$ cat config.mk
export PLATFORM = sky130hd
export DESIGN_NAME = vhd_regbank
export DESIGN_NICKNAME = d
export VERILOG_FILES = /design/src/common/vhd_pkg.sv /design/src/rtl/vhd_pin_sync.sv /design/src/rtl/vhd_regbank.sv
export SDC_FILE = /design/constraint.sdc
export NUM_CORES = 1
export LEC_CHECK = 0
export ABC_AREA = 0
export BUFFER_PORTS_ARGS = -buffer_cell sky130_fd_sc_hd__buf_4
export CAP_MARGIN = 20
export CORE_ASPECT_RATIO = 1.5
export CORE_UTILIZATION = 54
export DETAILED_ROUTE_END_ITERATION = 12
export PLACE_DENSITY = 0.83
export SLEW_MARGIN = 30
export SYNTH_ARGS = -nofsm -noshare
export SYNTH_HDL_FRONTEND = slang
export SYNTH_SLANG_ARGS = --single-unit
$ cat constraint.sdc
create_clock -name mclk -period 3.13 [get_ports mclk]
set_clock_uncertainty 0.1 [all_clocks]
set_input_delay 0 -clock mclk [delete_from_list [all_inputs] [get_ports mclk]]
set_output_delay 0 -clock mclk [all_outputs]
set_load 0.02 [all_outputs]
$ cat src/common/vhd_pkg.sv
// shared constants, field layouts and carrier types of the valve head parameter bank
`default_nettype none
package vhd_pkg;
	// parameter object indices and sub-indices
	localparam logic [15:0] IDX_SERVICE           = 16'h2C04;
	localparam logic [15:0] IDX_DIAG              = 16'h2C06;
	localparam logic [7:0]  SUB_CYC_SERVICE_EN    = 8'h03;
	localparam logic [7:0]  SUB_SETPOINT_REACTION = 8'h08;
	localparam logic [7:0]  SUB_SAFETY_PATTERN    = 8'h09;
	localparam logic [7:0]  SUB_VALVE_VARIANT     = 8'h0A;
	localparam logic [7:0]  SUB_SPARE             = 8'h0B;
	localparam logic [7:0]  SUB_FILTER_SELECT     = 8'h0E;
	localparam logic [7:0]  SUB_LED_OPTION        = 8'h0F;
	localparam logic [7:0]  SUB_BUTTON_LOCK       = 8'h10;
	localparam logic [7:0]  SUB_CYC_LIMIT_ONE     = 8'h11;
	localparam logic [7:0]  SUB_CYC_LIMIT_TWO     = 8'h12;
	localparam logic [7:0]  SUB_CYC_LIMIT_THREE   = 8'h13;
	localparam logic [7:0]  SUB_FAULT_FLAGS       = 8'h01;
	localparam logic [7:0]  SUB_WARNING_FLAGS     = 8'h02;
	// reset values
	localparam logic [7:0]  RST_CYC_SERVICE_EN    = 8'h00;
	localparam logic [7:0]  RST_REACTION          = 8'h00;
	localparam logic [7:0]  RST_PATTERN           = 8'h00;
	localparam logic [7:0]  RST_VARIANT           = 8'h02;
	localparam logic [7:0]  RST_SPARE             = 8'h00;
	localparam logic [7:0]  RST_FILTER            = 8'h00;
	localparam logic [7:0]  RST_LED_OPTION        = 8'h00;
	localparam logic [7:0]  RST_BUTTON_LOCK       = 8'h00;
	localparam logic [31:0] RST_LIMIT_ONE         = 32'h0000_2710;
	localparam logic [31:0] RST_LIMIT_TWO         = 32'h0000_C350;
	localparam logic [31:0] RST_LIMIT_THREE       = 32'h0000_C350;
	// field values
	localparam logic [7:0]  REACT_SAFE_PATTERN    = 8'h00;
	localparam logic [7:0]  REACT_HOLD_LAST       = 8'h01;
	localparam logic [7:0]  LOCK_ACTIVE           = 8'h01;
	localparam logic [7:0]  LED_OPT_ENABLED       = 8'h00;
	localparam logic [7:0]  LED_MODE_VALVE_DIAG   = 8'h03;
	localparam logic [7:0]  LED_MODE_DEV_SPECIFIC = 8'h07;
	localparam logic [7:0]  CYC_SERVICE_ON        = 8'h01;
	localparam logic [7:0]  FILTER_VAL_STANDARD   = 8'h00;
	localparam logic [7:0]  FILTER_VAL_ARRAY      = 8'h01;
	localparam logic [7:0]  FILTER_VAL_SPECIAL    = 8'h02;
	// safety pattern bit positions
	localparam int PAT_SOLENOID_ONE   = 0;
	localparam int PAT_SOLENOID_THREE = 2;
	// fault word bit positions
	localparam int FB_NOT_TAUGHT      = 0;
	localparam int FB_SETPOINT        = 1;
	localparam int FB_TEACH_FAIL      = 5;
	localparam int FB_INT_SENSOR      = 6;
	localparam int FB_EXT_SENSOR      = 7;
	localparam int FB_MEMORY          = 8;
	localparam int FB_SWITCH_TIMEOUT  = 16;
	localparam int FB_SUPPLY_MEAS     = 20;
	localparam int FB_COMMON          = 21;
	localparam int FB_SUPPLY          = 23;
	localparam int FB_TEMPERATURE     = 24;
	// warning word bit positions
	localparam int WB_SAFE_PATTERN    = 1;
	localparam int WB_MAINT_DUE       = 2;
	localparam int WB_INTERNAL_SAFE   = 4;
	localparam int WB_TRAVEL_ACC      = 16;
	localparam int WB_CYCLES          = 17;
	localparam int WB_OP_TIME         = 18;
	localparam int WB_TRAVEL_TIMEOUT  = 19;
	localparam int WB_EXT_MAINT       = 20;
	localparam logic [31:0] FAULT_DEFINED_MASK = 32'h01B1_01E3;
	localparam logic [31:0] WARN_DEFINED_MASK  = 32'h001F_0016;

	typedef enum logic [1:0] {FILTER_STANDARD, FILTER_ARRAY, FILTER_SPECIAL} vhd_filter_t;

	typedef struct packed {
		logic        valid;
		logic        write;
		logic [15:0] index;
		logic [7:0]  sub;
		logic [31:0] wdata;
	} vhd_req_t;

	typedef struct packed {
		logic        ack;
		logic        err;
		logic [31:0] rdata;
	} vhd_resp_t;

	typedef struct packed {
		logic not_taught;
		logic teach_fail;
		logic int_sensor;
		logic ext_sensor;
		logic memory;
		logic switch_timeout;
		logic supply_meas;
		logic common;
		logic supply;
		logic temperature;
	} vhd_fault_in_t;

	typedef struct packed {
		logic travel_acc;
		logic op_time;
		logic travel_timeout;
		logic ext_maint;
		logic time_due;
	} vhd_warn_in_t;
endpackage : vhd_pkg
`default_nettype wire

$ cat src/rtl/vhd_pin_sync.sv
// three-stage pin synchroniser with agreement filter
`default_nettype none
module vhd_pin_sync #(
	parameter int W = 2
) (
	// clock and reset
	input  wire logic         mclk,
	input  wire logic         rst,
	// pins and filtered levels
	input  wire logic [W-1:0] pin_in,
	output logic      [W-1:0] level_out
);
	logic [W-1:0] stage1_reg;
	logic [W-1:0] stage2_reg;
	logic [W-1:0] stage3_reg;

	always_ff @(posedge mclk) begin
		if (rst) begin
			stage1_reg <= '0;
			stage2_reg <= '0;
			stage3_reg <= '0;
		end else begin
			stage1_reg <= pin_in;
			stage2_reg <= stage1_reg;
			stage3_reg <= stage2_reg;
		end
	end

	// a bit only moves once the last two stages agree
	always_ff @(posedge mclk) begin
		if (rst) begin
			level_out <= '0;
		end else begin
			level_out <= (~(stage2_reg ^ stage3_reg) & stage3_reg) | ((stage2_reg ^ stage3_reg) & level_out);
		end
	end
endmodule : vhd_pin_sync
`default_nettype wire

$ cat src/rtl/vhd_regbank.sv
// valve head safety reaction, service display and diagnostic parameter bank
`default_nettype none
module vhd_regbank
	import vhd_pkg::*;
#(
	parameter int VALVES = 3
) (
	// clock and reset
	input  wire logic                     mclk,
	input  wire logic                     rst,
	// on-request parameter access
	input  wire vhd_req_t                 isdu_req,
	output var  vhd_resp_t                isdu_resp,
	// cyclic set-points from the master
	input  wire logic [VALVES-1:0]        process_output_image,
	input  wire logic                     setpoint_error,
	// internal safe state request from the device core
	input  wire logic                     internal_safe_req,
	// condition inputs from the device core
	input  wire vhd_fault_in_t            fault_cond,
	input  wire vhd_warn_in_t             warn_cond,
	input  wire logic [VALVES-1:0][31:0]  cycle_count,
	input  wire logic [7:0]               indicator_mode_setting,
	// local push buttons, pins
	input  wire logic                     teach_button,
	input  wire logic                     reset_button,
	// solenoid drive and indications
	output logic      [VALVES-1:0]        solenoid_out,
	output logic                          service_led,
	output var  vhd_filter_t              position_measuring_system_filter,
	output logic                          teach_press,
	output logic                          reset_press,
	// diagnostic words
	output logic      [31:0]              fault_flags,
	output logic      [31:0]              warning_flags
);
	logic [7:0]              cyc_service_en_reg;
	logic [7:0]              setpoint_error_reaction_reg;
	logic [7:0]              safety_output_pattern_reg;
	logic [7:0]              process_valve_variant_reg;
	logic [7:0]              spare_byte_reg;
	logic [7:0]              position_filter_select_reg;
	logic [7:0]              service_led_option_reg;
	logic [7:0]              button_lock_reg;
	logic [VALVES-1:0][31:0] cycle_limit_reg;
	logic [VALVES-1:0]       last_valid_reg;
	logic [1:0]              button_level;
	logic [1:0]              button_prev_reg;
	logic [VALVES-1:0]       solenoid_next;
	logic                    pattern_drive;
	logic                    cycles_exceeded;
	logic                    maint_due;
	logic [31:0]             fault_next;
	logic [31:0]             warning_next;
	logic                    wr_service;
	logic                    access_diag;
	logic                    access_service;
	logic                    sub_known;
	logic [31:0]             rdata_next;
	logic                    err_next;

	// parameter access decode
	assign access_service = isdu_req.valid && (isdu_req.index == IDX_SERVICE);
	assign access_diag    = isdu_req.valid && (isdu_req.index == IDX_DIAG);
	assign wr_service     = access_service && isdu_req.write && sub_known;
	always_comb begin
		sub_known = 1'b1;
		if (isdu_req.sub == SUB_CYC_SERVICE_EN) begin
			rdata_next = {24'h00_0000, cyc_service_en_reg};
		end else if (isdu_req.sub == SUB_SETPOINT_REACTION) begin
			rdata_next = {24'h00_0000, setpoint_error_reaction_reg};
		end else if (isdu_req.sub == SUB_SAFETY_PATTERN) begin
			rdata_next = {24'h00_0000, safety_output_pattern_reg};
		end else if (isdu_req.sub == SUB_VALVE_VARIANT) begin
			rdata_next = {24'h00_0000, process_valve_variant_reg};
		end else if (isdu_req.sub == SUB_SPARE) begin
			rdata_next = {24'h00_0000, spare_byte_reg};
		end else if (isdu_req.sub == SUB_FILTER_SELECT) begin
			rdata_next = {24'h00_0000, position_filter_select_reg};
		end else if (isdu_req.sub == SUB_LED_OPTION) begin
			rdata_next = {24'h00_0000, service_led_option_reg};
		end else if (isdu_req.sub == SUB_BUTTON_LOCK) begin
			rdata_next = {24'h00_0000, button_lock_reg};
		end else if (isdu_req.sub == SUB_CYC_LIMIT_ONE) begin
			rdata_next = cycle_limit_reg[0];
		end else if (isdu_req.sub == SUB_CYC_LIMIT_TWO) begin
			rdata_next = cycle_limit_reg[1];
		end else if (isdu_req.sub == SUB_CYC_LIMIT_THREE) begin
			rdata_next = cycle_limit_reg[2];
		end else begin
			sub_known  = 1'b0;
			rdata_next = 32'h0000_0000;
		end
		err_next = 1'b0;
		if (access_diag) begin
			if (isdu_req.write) begin
				err_next   = 1'b1;
				rdata_next = 32'h0000_0000;
			end else if (isdu_req.sub == SUB_FAULT_FLAGS) begin
				rdata_next = fault_flags;
			end else if (isdu_req.sub == SUB_WARNING_FLAGS) begin
				rdata_next = warning_flags;
			end else begin
				err_next   = 1'b1;
				rdata_next = 32'h0000_0000;
			end
		end else if (access_service) begin
			err_next = !sub_known;
			if (isdu_req.write) begin
				rdata_next = 32'h0000_0000;
			end
		end else begin
			err_next   = 1'b1;
			rdata_next = 32'h0000_0000;
		end
	end
	// answer follows each request by exactly one cycle
	always_ff @(posedge mclk) begin
		if (rst) begin
			isdu_resp <= '0;
		end else begin
			isdu_resp.ack   <= isdu_req.valid;
			isdu_resp.err   <= isdu_req.valid && err_next;
			isdu_resp.rdata <= isdu_req.valid ? rdata_next : 32'h0000_0000;
		end
	end

	// byte parameters
	always_ff @(posedge mclk) begin
		if (rst) begin
			cyc_service_en_reg          <= RST_CYC_SERVICE_EN;
			setpoint_error_reaction_reg <= RST_REACTION;
			safety_output_pattern_reg   <= RST_PATTERN;
			process_valve_variant_reg   <= RST_VARIANT;
			spare_byte_reg              <= RST_SPARE;
			position_filter_select_reg  <= RST_FILTER;
			service_led_option_reg      <= RST_LED_OPTION;
			button_lock_reg             <= RST_BUTTON_LOCK;
		end else if (wr_service) begin
			if (isdu_req.sub == SUB_CYC_SERVICE_EN) begin
				cyc_service_en_reg <= isdu_req.wdata[7:0];
			end else if (isdu_req.sub == SUB_SETPOINT_REACTION) begin
				setpoint_error_reaction_reg <= isdu_req.wdata[7:0];
			end else if (isdu_req.sub == SUB_SAFETY_PATTERN) begin
				safety_output_pattern_reg <= isdu_req.wdata[7:0];
			end else if (isdu_req.sub == SUB_VALVE_VARIANT) begin
				process_valve_variant_reg <= isdu_req.wdata[7:0];
			end else if (isdu_req.sub == SUB_SPARE) begin
				spare_byte_reg <= isdu_req.wdata[7:0];
			end else if (isdu_req.sub == SUB_FILTER_SELECT) begin
				position_filter_select_reg <= isdu_req.wdata[7:0];
			end else if (isdu_req.sub == SUB_LED_OPTION) begin
				service_led_option_reg <= isdu_req.wdata[7:0];
			end else if (isdu_req.sub == SUB_BUTTON_LOCK) begin
				button_lock_reg <= isdu_req.wdata[7:0];
			end
		end
	end
	// per-valve cycle limits
	always_ff @(posedge mclk) begin
		if (rst) begin
			cycle_limit_reg[0] <= RST_LIMIT_ONE;
			cycle_limit_reg[1] <= RST_LIMIT_TWO;
			cycle_limit_reg[2] <= RST_LIMIT_THREE;
		end else if (wr_service) begin
			if (isdu_req.sub == SUB_CYC_LIMIT_ONE) begin
				cycle_limit_reg[0] <= isdu_req.wdata;
			end else if (isdu_req.sub == SUB_CYC_LIMIT_TWO) begin
				cycle_limit_reg[1] <= isdu_req.wdata;
			end else if (isdu_req.sub == SUB_CYC_LIMIT_THREE) begin
				cycle_limit_reg[2] <= isdu_req.wdata;
			end
		end
	end

	// solenoid drive; set-points are only captured while the link is healthy
	always_ff @(posedge mclk) begin
		if (rst) begin
			last_valid_reg <= '0;
		end else if (!setpoint_error) begin
			last_valid_reg <= process_output_image;
		end
	end
	// unknown reaction codes fall back to the pattern, the safer choice
	assign pattern_drive = setpoint_error && !internal_safe_req
		&& (setpoint_error_reaction_reg != REACT_HOLD_LAST);
	always_comb begin
		if (internal_safe_req) begin
			solenoid_next = '0;
		end else if (!setpoint_error) begin
			solenoid_next = process_output_image;
		end else if (setpoint_error_reaction_reg == REACT_HOLD_LAST) begin
			solenoid_next = last_valid_reg;
		end else begin
			solenoid_next = safety_output_pattern_reg[PAT_SOLENOID_THREE:PAT_SOLENOID_ONE];
		end
	end
	always_ff @(posedge mclk) begin
		if (rst) begin
			solenoid_out <= '0;
		end else begin
			solenoid_out <= solenoid_next;
		end
	end

	// filter select, out-of-range values keep standard filtering
	always_ff @(posedge mclk) begin
		if (rst) begin
			position_measuring_system_filter <= FILTER_STANDARD;
		end else if (position_filter_select_reg == FILTER_VAL_ARRAY) begin
			position_measuring_system_filter <= FILTER_ARRAY;
		end else if (position_filter_select_reg == FILTER_VAL_SPECIAL) begin
			position_measuring_system_filter <= FILTER_SPECIAL;
		end else begin
			position_measuring_system_filter <= FILTER_STANDARD;
		end
	end

	// maintenance and service indication
	always_comb begin
		cycles_exceeded = 1'b0;
		for (int i = 0; i < VALVES; i++) begin
			if (cycle_count[i] > cycle_limit_reg[i]) begin
				cycles_exceeded = 1'b1;
			end
		end
	end
	assign maint_due = ((cyc_service_en_reg == CYC_SERVICE_ON) && cycles_exceeded) || warn_cond.time_due;
	always_ff @(posedge mclk) begin
		if (rst) begin
			service_led <= 1'b0;
		end else begin
			service_led <= maint_due && (service_led_option_reg == LED_OPT_ENABLED)
				&& ((indicator_mode_setting == LED_MODE_VALVE_DIAG)
				|| (indicator_mode_setting == LED_MODE_DEV_SPECIFIC));
		end
	end

	// local buttons: synchronised, then one pulse per press
	vhd_pin_sync #(
		.W(2)
	) u_button_sync (
		.mclk     (mclk),
		.rst      (rst),
		.pin_in   ({reset_button, teach_button}),
		.level_out(button_level)
	);
	always_ff @(posedge mclk) begin
		if (rst) begin
			button_prev_reg <= 2'h0;
			teach_press     <= 1'b0;
			reset_press     <= 1'b0;
		end else begin
			button_prev_reg <= button_level;
			teach_press     <= button_level[0] && !button_prev_reg[0] && (button_lock_reg != LOCK_ACTIVE);
			reset_press     <= button_level[1] && !button_prev_reg[1] && (button_lock_reg != LOCK_ACTIVE);
		end
	end

	// diagnostic words, rebuilt every cycle from live conditions
	always_comb begin
		fault_next = 32'h0000_0000;
		fault_next[FB_NOT_TAUGHT]     = fault_cond.not_taught;
		fault_next[FB_SETPOINT]       = setpoint_error;
		fault_next[FB_TEACH_FAIL]     = fault_cond.teach_fail;
		fault_next[FB_INT_SENSOR]     = fault_cond.int_sensor;
		fault_next[FB_EXT_SENSOR]     = fault_cond.ext_sensor;
		fault_next[FB_MEMORY]         = fault_cond.memory;
		fault_next[FB_SWITCH_TIMEOUT] = fault_cond.switch_timeout;
		fault_next[FB_SUPPLY_MEAS]    = fault_cond.supply_meas;
		fault_next[FB_COMMON]         = fault_cond.common;
		fault_next[FB_SUPPLY]         = fault_cond.supply;
		fault_next[FB_TEMPERATURE]    = fault_cond.temperature;
	end
	always_comb begin
		warning_next = 32'h0000_0000;
		warning_next[WB_SAFE_PATTERN]   = pattern_drive;
		warning_next[WB_MAINT_DUE]      = maint_due;
		warning_next[WB_INTERNAL_SAFE]  = internal_safe_req;
		warning_next[WB_TRAVEL_ACC]     = warn_cond.travel_acc;
		warning_next[WB_CYCLES]         = cycles_exceeded;
		warning_next[WB_OP_TIME]        = warn_cond.op_time;
		warning_next[WB_TRAVEL_TIMEOUT] = warn_cond.travel_timeout;
		warning_next[WB_EXT_MAINT]      = warn_cond.ext_maint;
	end
	// no write path reaches these words
	always_ff @(posedge mclk) begin
		if (rst) begin
			fault_flags   <= 32'h0000_0000;
			warning_flags <= 32'h0000_0000;
		end else begin
			fault_flags   <= fault_next;
			warning_flags <= warning_next;
		end
	end
endmodule : vhd_regbank
`default_nettype wire

==> results of run 1 <==
-- layout make-up --
cell class | instances | share of cell area, %
Clock buffer | 32 | 4.17
Clock inverter | 10 | 1.02
Inverter | 101 | 2.44
Multi-Input combinational cell | 1044 | 41.9
Sequential cell | 234 | 30.1
Tap cell | 272 | 2.19
Timing Repair Buffer | 352 | 18.2
-- routing by layer --
metal	track usage, %	share of wire, %	up-vias
li1	-	-	5512
met1	35.4	34	5575
met2	63.9	51	659
met3	5.23	6.8	207
met4	27.0	8.5	0
met5	0	0	-
-- cell usage after synthesis (10+ instances only) --
cell type,n,area share (%)
dfxtp_1,234,39
buf_2,15,0.62
o21ai_0,24,0.99
nor2b_1,31,1.6
nand4_1,20,1.0
o211ai_1,20,1.2
ha_1,96,9.9
clkbuf_1,41,1.3
nor4_1,11,0.57
a21o_1,10,0.62
a21oi_1,171,7.0
mux2i_1,76,6.3
nor3_1,16,0.66
buf_4,53,3.3
nand2_1,246,7.6
nand3_1,33,1.4
inv_1,101,3.1
nor2_1,132,4.1
-- what timing repair did --
| action | in CTS | in global routing |
|---|---|---|
| endpoints found under the hold margin | 210 | 0 |
| setup endpoints to repair | 0 | 24 |
| gates resized for setup | 0 | 1 |
| setup buffers | 0 | 3 |
| hold buffers | 77 | 0 |
-- final timing paths --
check / slack [ps] / startpoint / end / cells past startpoint
worst min register to register: 300 / button_prev_reg[0] / teach_press / 1
worst max-delay path: -50 / isdu_req[57] / cycle_limit_reg[21] / 12
worst min-delay path: 50 / isdu_req[33] / spare_byte_reg[3] / 4
worst max register to register: 170 / cycle_limit_reg[55] / service_led / 10
-- cell families (layout without fill, tap and decap cells) --
kind of cell,Yosys count,count (layout),share of synthesized area [%]
fa+ha+maj,96,96,9.88
flops,234,234,38.5
mux,86,86,8.02
compound gates,280,280,13.8
simple gates,537,537,20.5
other cells,1,45,0.0309
buf+inv,223,495,9.23
-- where the power goes --
group	leakage (nW)	internal [W]	switching [W]	total (W)
logic	4.42	0.000345	0.000398	0.000743
registers	1.89	0.00300	0.0000126	0.00301
clock network	0.391	0.00179	0.00120	0.00299
total	6.70	0.00513	0.00161	0.00674
-- worst max-delay path, stage by stage --
cell	delay, ps
dlygate4sd3_1	530
buf_4	110
nor4b_1	410
nand4_1	200
buf_4	210
nor4b_4	350
nand3_2	190
dlygate4sd3_1	650
nor2_4	310
buf_4	330
nand2_1	100
a21oi_1	130
-- metrics by stage --
| stage | hold slack, ps | power [W] |
|---|---|---|
| after floorplan | -16.9 | 0.00344 |
| after global placement | 112 | 0.00371 |
| after detailed placement | 118 | 0.00372 |
| after CTS | 8.37 | 0.00674 |
| after global routing | 57.1 | 0.00694 |
| final | 45.8 | 0.00674 |
==> flow_metrics.py, run 1 <==
metrics = {
    "outcome": {
        "status": "finished with violations",
        "violations": "negative setup slack",
    },
    "timing": {
        "hold_viol": 0,
        "fin_crit_sh_pct": 101,
        "layout_setup_ws_ps": -45.5,
        "final_max_slew_viol_count": 0,
        "worst_slew_pin_slew_ps": 737,
        "fin_crit_ps": 3180,
        "tns_ps": -398,
        "max_freq_ghz": 0.315,
        "relSlewSlack_pct": 50.8,
        "setup_viol": 16,
    },
    "power": {
        "power.leakage_nw": 6.70,
        "ir_drop_v": 0.000474,
        "powerDensity_nw_per_um2": 433,
    },
    "layout": {
        "multiInputGateArea_um2": 6520,
        "diodes": 0,
        "seqCellArea_um2": 4680,
        "finish.net_count": 2038,
        "fin_area_um2": 15600,
        "fillers": 1620,
        "final_common_cell": "buf_4",
        "fin_util_pct": 71.1,
        "syn_to_final_growth_pct": 28.1,
        "final_cells": 2045,
        "final_cell_mix": "274 x buf_4, 246 x nand2_1, 234 x dfxtp_1, 171 x a21oi_1, 131 x nor2_1",
        "largest_reg_flops": 96,
        "final_layout_size_suffix_gt1_share_pct": 19.1,
    },
    "setup_path": {
        "worstSetupEndpointType": "flop",
        "start_kind": "primary input",
        "cp.required_ps": 3480,
        "critPathKind": "primary input to flop",
        "cp.arrival_ps": 3520,
        "cp_max_fo": 17,
    },
    "routing": {
        "num_vias": 11953,
        "first_pass_iters": 8,
        "viasPerCell": 5.84,
        "drc": 0,
        "finalWirelength_mm": 41.7,
        "drtIter0Drc": 1039,
        "antenna_left": 0,
        "routedWlPerCell_um": 20.4,
    },
    "min_path": {
        "min_path_type": "primary input to flop",
    },
    "placement": {
        "dp_cells": 1923,
        "io_buffers": 245,
        "pre_cts_slack_ps": 126,
        "place.gp.congestion": 0.948,
        "dpl_cell_area_um2": 14000,
        "hpwl_mm": 29.7,
    },
    "global_routing": {
        "grt_max_degree": 92,
        "grt_pass1_wl_mm": 62.5,
        "grt_overflow": 0,
        "antenna_found_initial": 0,
        "grt_pass1_vias": 11821,
        "track_usage_pct": 34.8,
    },
    "clocking": {
        "clk_pin_slew_ps": 70,
        "cts_tree": "done",
        "htreeDepth": 1,
        "numClockSinks": 234,
        "clock-root-buffer": "clkbuf_16",
        "clock_latency_ps": 520,
        "cts_buffers": 23,
        "clockBufferDepth": 3,
    },
    "floorplan": {
        "chipHeight_um": 186,
        "core_um2": 21900,
        "start_util_pct": 55.5,
        "die_area_um2": 23100,
        "core.rowCount": 66,
        "dieWidth_um": 124,
        "ioPinCount": 292,
    },
    "job": {
        "maxCapViolCount": 0,
    },
    "logic_synthesis": {
        "synth-edff-count": 0,
        "yosysSeqAreaShare_pct": 38.5,
        "synth_ff_type": "dfxtp_1",
        "ys_seq_elements": 234,
        "syn_area_um2": 12200,
        "yosys_warnings": 0,
        "async_reset_ff_share_pct": 0,
        "ys_types": 67,
        "synth_area_per_cell_um2": 8.34,
        "syn-instance-count": 1457,
    },
}
Power figures use the tool's default switching activity.
==> inputs of run 2 (changes only) <==
- clock period: 3.13 -> 3.3 ns (I/O delays scaled with it)
==> run 2 against run 1 <==
The flow now finishes without violations. Setup slack improved by 420 ps. Routed wire length increased by 0.34%. Combinational power decreased by 4.6%. Register-to-register slack improved by 200 ps. Utilization about the same. Hold slack got worse by 30 ps. First-iteration DRC count increased by 0.38%. Clock-buffer cell count decreased by 2. Clock power decreased by 7.4%. Sequential power decreased by 5%. Critical path depth decreased by 2.
==> flow_metrics.py, run 2 (synthesis gave the netlist of run 1 again) <==
metrics = {
    "timing": {
        "relSlewSlack_pct": 48.3,
        "tns_ps": 0,
        "rsz0062_at_grt": "false",
        "max_freq_ghz": 0.341,
        "layout_setup_ws_ps": 370,
        "worst_slew_pin_slew_ps": 776,
        "hold_viol": 0,
        "fin_crit_sh_pct": 88.8,
        "fin_crit_ps": 2930,
        "setup_viol": 0,
        "final_max_slew_viol_count": 0,
    },
    "setup_path": {
        "reg2reg_from": "cycle_limit_reg[55]",
        "r2r_cells": 10,
        "cp.buffers_inverters": 2,
        "critPathMostFrequentCell": "o311ai_0",
        "cp_max_fo": 3,
        "start_kind": "flop",
        "crit_chain": "inv_1 -> ha_1 -> nand4_1 -> or4_1 -> nor3_1 -> a211o_1 -> o311ai_0 -> o311ai_0 -> buf_4 -> a21oi_1",
        "slowest_stage": "or4_1",
        "max_stage_delay_ps": 580,
        "rrSetupSlack_ps": 370,
        "rr_endpoint": "service_led",
        "cp.arrival_ps": 3240,
        "worstSetupEndpointType": "flop",
        "cp.required_ps": 3610,
        "cp_top_family": "simple AND/OR/NAND/NOR gates",
        "critPathKind": "flop to flop",
    },
    "min_path": {
        "min_path_type": "primary input to flop",
        "holdPathEnd": "spare_byte_reg[3]",
        "hold_start": "isdu_req[33]",
        "worstHoldPathCells": 4,
    },
    "routing": {
        "first_pass_iters": 7,
        "antenna_left": 0,
        "drc": 0,
        "routedWlPerCell_um": 20.5,
        "num_vias": 12001,
        "viasPerCell": 5.88,
        "finalWirelength_mm": 41.9,
        "drtIter0Drc": 1043,
    },
    "job": {
        "maxCapViolCount": 0,
    },
    "layout": {
        "final_cell_mix": "269 x buf_4, 246 x nand2_1, 234 x dfxtp_1, 171 x a21oi_1, 131 x nor2_1",
        "seqCellArea_um2": 4680,
        "fin_util_pct": 71.1,
        "largest_reg_flops": 96,
        "final_common_cell": "buf_4",
        "fillers": 1592,
        "diodes": 0,
        "syn_to_final_growth_pct": 28.1,
        "finish.net_count": 2039,
        "final_layout_size_suffix_gt1_share_pct": 18.9,
        "multiInputGateArea_um2": 6520,
    },
    "clocking": {
        "clock_latency_ps": 520,
        "clk_pin_slew_ps": 70,
        "postCtsSetupRepairBufs": 0,
        "clockBufferDepth": 3,
        "clock-root-buffer": "clkbuf_16",
        "htreeDepth": 1,
        "cts_buffers": 23,
        "numClockSinks": 234,
        "cts_tree": "done",
    },
    "floorplan": {
        "core_um2": 21900,
        "core.rowCount": 66,
        "dieWidth_um": 124,
        "die_area_um2": 23100,
        "ioPinCount": 292,
        "start_util_pct": 55.5,
        "chipHeight_um": 186,
    },
    "placement": {
        "hpwl_mm": 29.5,
        "pre_cts_slack_ps": 412,
        "io_buffers": 245,
        "place.gp.congestion": 0.988,
    },
    "global_routing": {
        "grt_max_degree": 96,
        "grt_pass1_vias": 12074,
        "antenna_found_initial": 0,
        "grt_pass1_wl_mm": 63.0,
        "grt_overflow": 0,
        "track_usage_pct": 35.1,
    },
    "power": {
        "ir_drop_v": 0.000417,
        "powerDensity_nw_per_um2": 407,
        "power.leakage_nw": 6.71,
    },
    "outcome": {
        "status": "finished clean",
    },
}
## run 2: cell count changes in the layout (fill, tap and decap cells not counted)
cell           previous run  this run
o311ai_0                  1         2
clkbuf_1                  5         1
o311ai_1                  1         0
nor4_2                    2         3
clkbuf_8                  4         6
bufinv_16                 4         3
clkinv_2                  3         4
nor4_1                   11        10
buf_4                   274       269
clkinvlp_4                2         0
dlygate4sd3_1            77        83
## run 2: worst register-to-register path, cell delays in order, from the launching register on
cell	delay, ps
dfxtp_1	350
inv_1	60
ha_1	310
nand4_1	160
or4_1	580
nor3_1	250
a211o_1	220
o311ai_0	180
o311ai_0	360
buf_4	200
a21oi_1	60
## run 2: worst max path at each step
stage | start | end | depth (start not counted)
2_1_floorplan | cycle_limit_reg[43] | service_led | 9
5_1_grt | cycle_limit_reg[55] | service_led | 10
3_3_place_gp | cycle_limit_reg[55] | service_led | 10
3_5_place_dp | cycle_limit_reg[55] | service_led | 10
6_report | cycle_limit_reg[55] | service_led | 10
4_1_cts | cycle_limit_reg[55] | service_led | 10
## run 2: area by class of cell
cell class / instances / area share (%)
Clock buffer: 30 / 4.25
Inverter: 101 / 2.44
Sequential cell: 234 / 30.1
Multi-Input combinational cell: 1044 / 41.9
Timing Repair Buffer: 353 / 18.4
Tap cell: 272 / 2.19
Clock inverter: 8 / 0.763
## run 2: what timing repair did
action,CTS,global route
endpoints found under the hold margin,211,0
hold buffers,83,0
resized for setup,0,0
## run 2: through the flow
step | hold WS (ps) | std cells | power, W | cell area, µm²
floorplan | -16.9 | 1501 | 0.00326 | 12300
global placement | 110 | 1921 | 0.00352 | 13900
detailed placement | 115 | 1921 | 0.00353 | 13900
CTS | 0.591 | 2042 | 0.00631 | 15600
global route | 53.1 | 2042 | 0.00651 | 15600
finish | 16.2 | 2042 | 0.00633 | 15600
## run 2: metal layers
metal | wire (µm) | GRT usage, %
met1 | 13600 | 34.9
met5 | 0 | 0
met2 | 21000 | 63.8
met4 | 4040 | 30.6
met3 | 3180 | 5.43
## run 2: power by group
group	switching, W	internal [W]	total [W]
registers	0.0000127	0.00284	0.00286
clock network	0.00113	0.00164	0.00277
logic	0.000376	0.000332	0.000709
total	0.00152	0.00481	0.00633
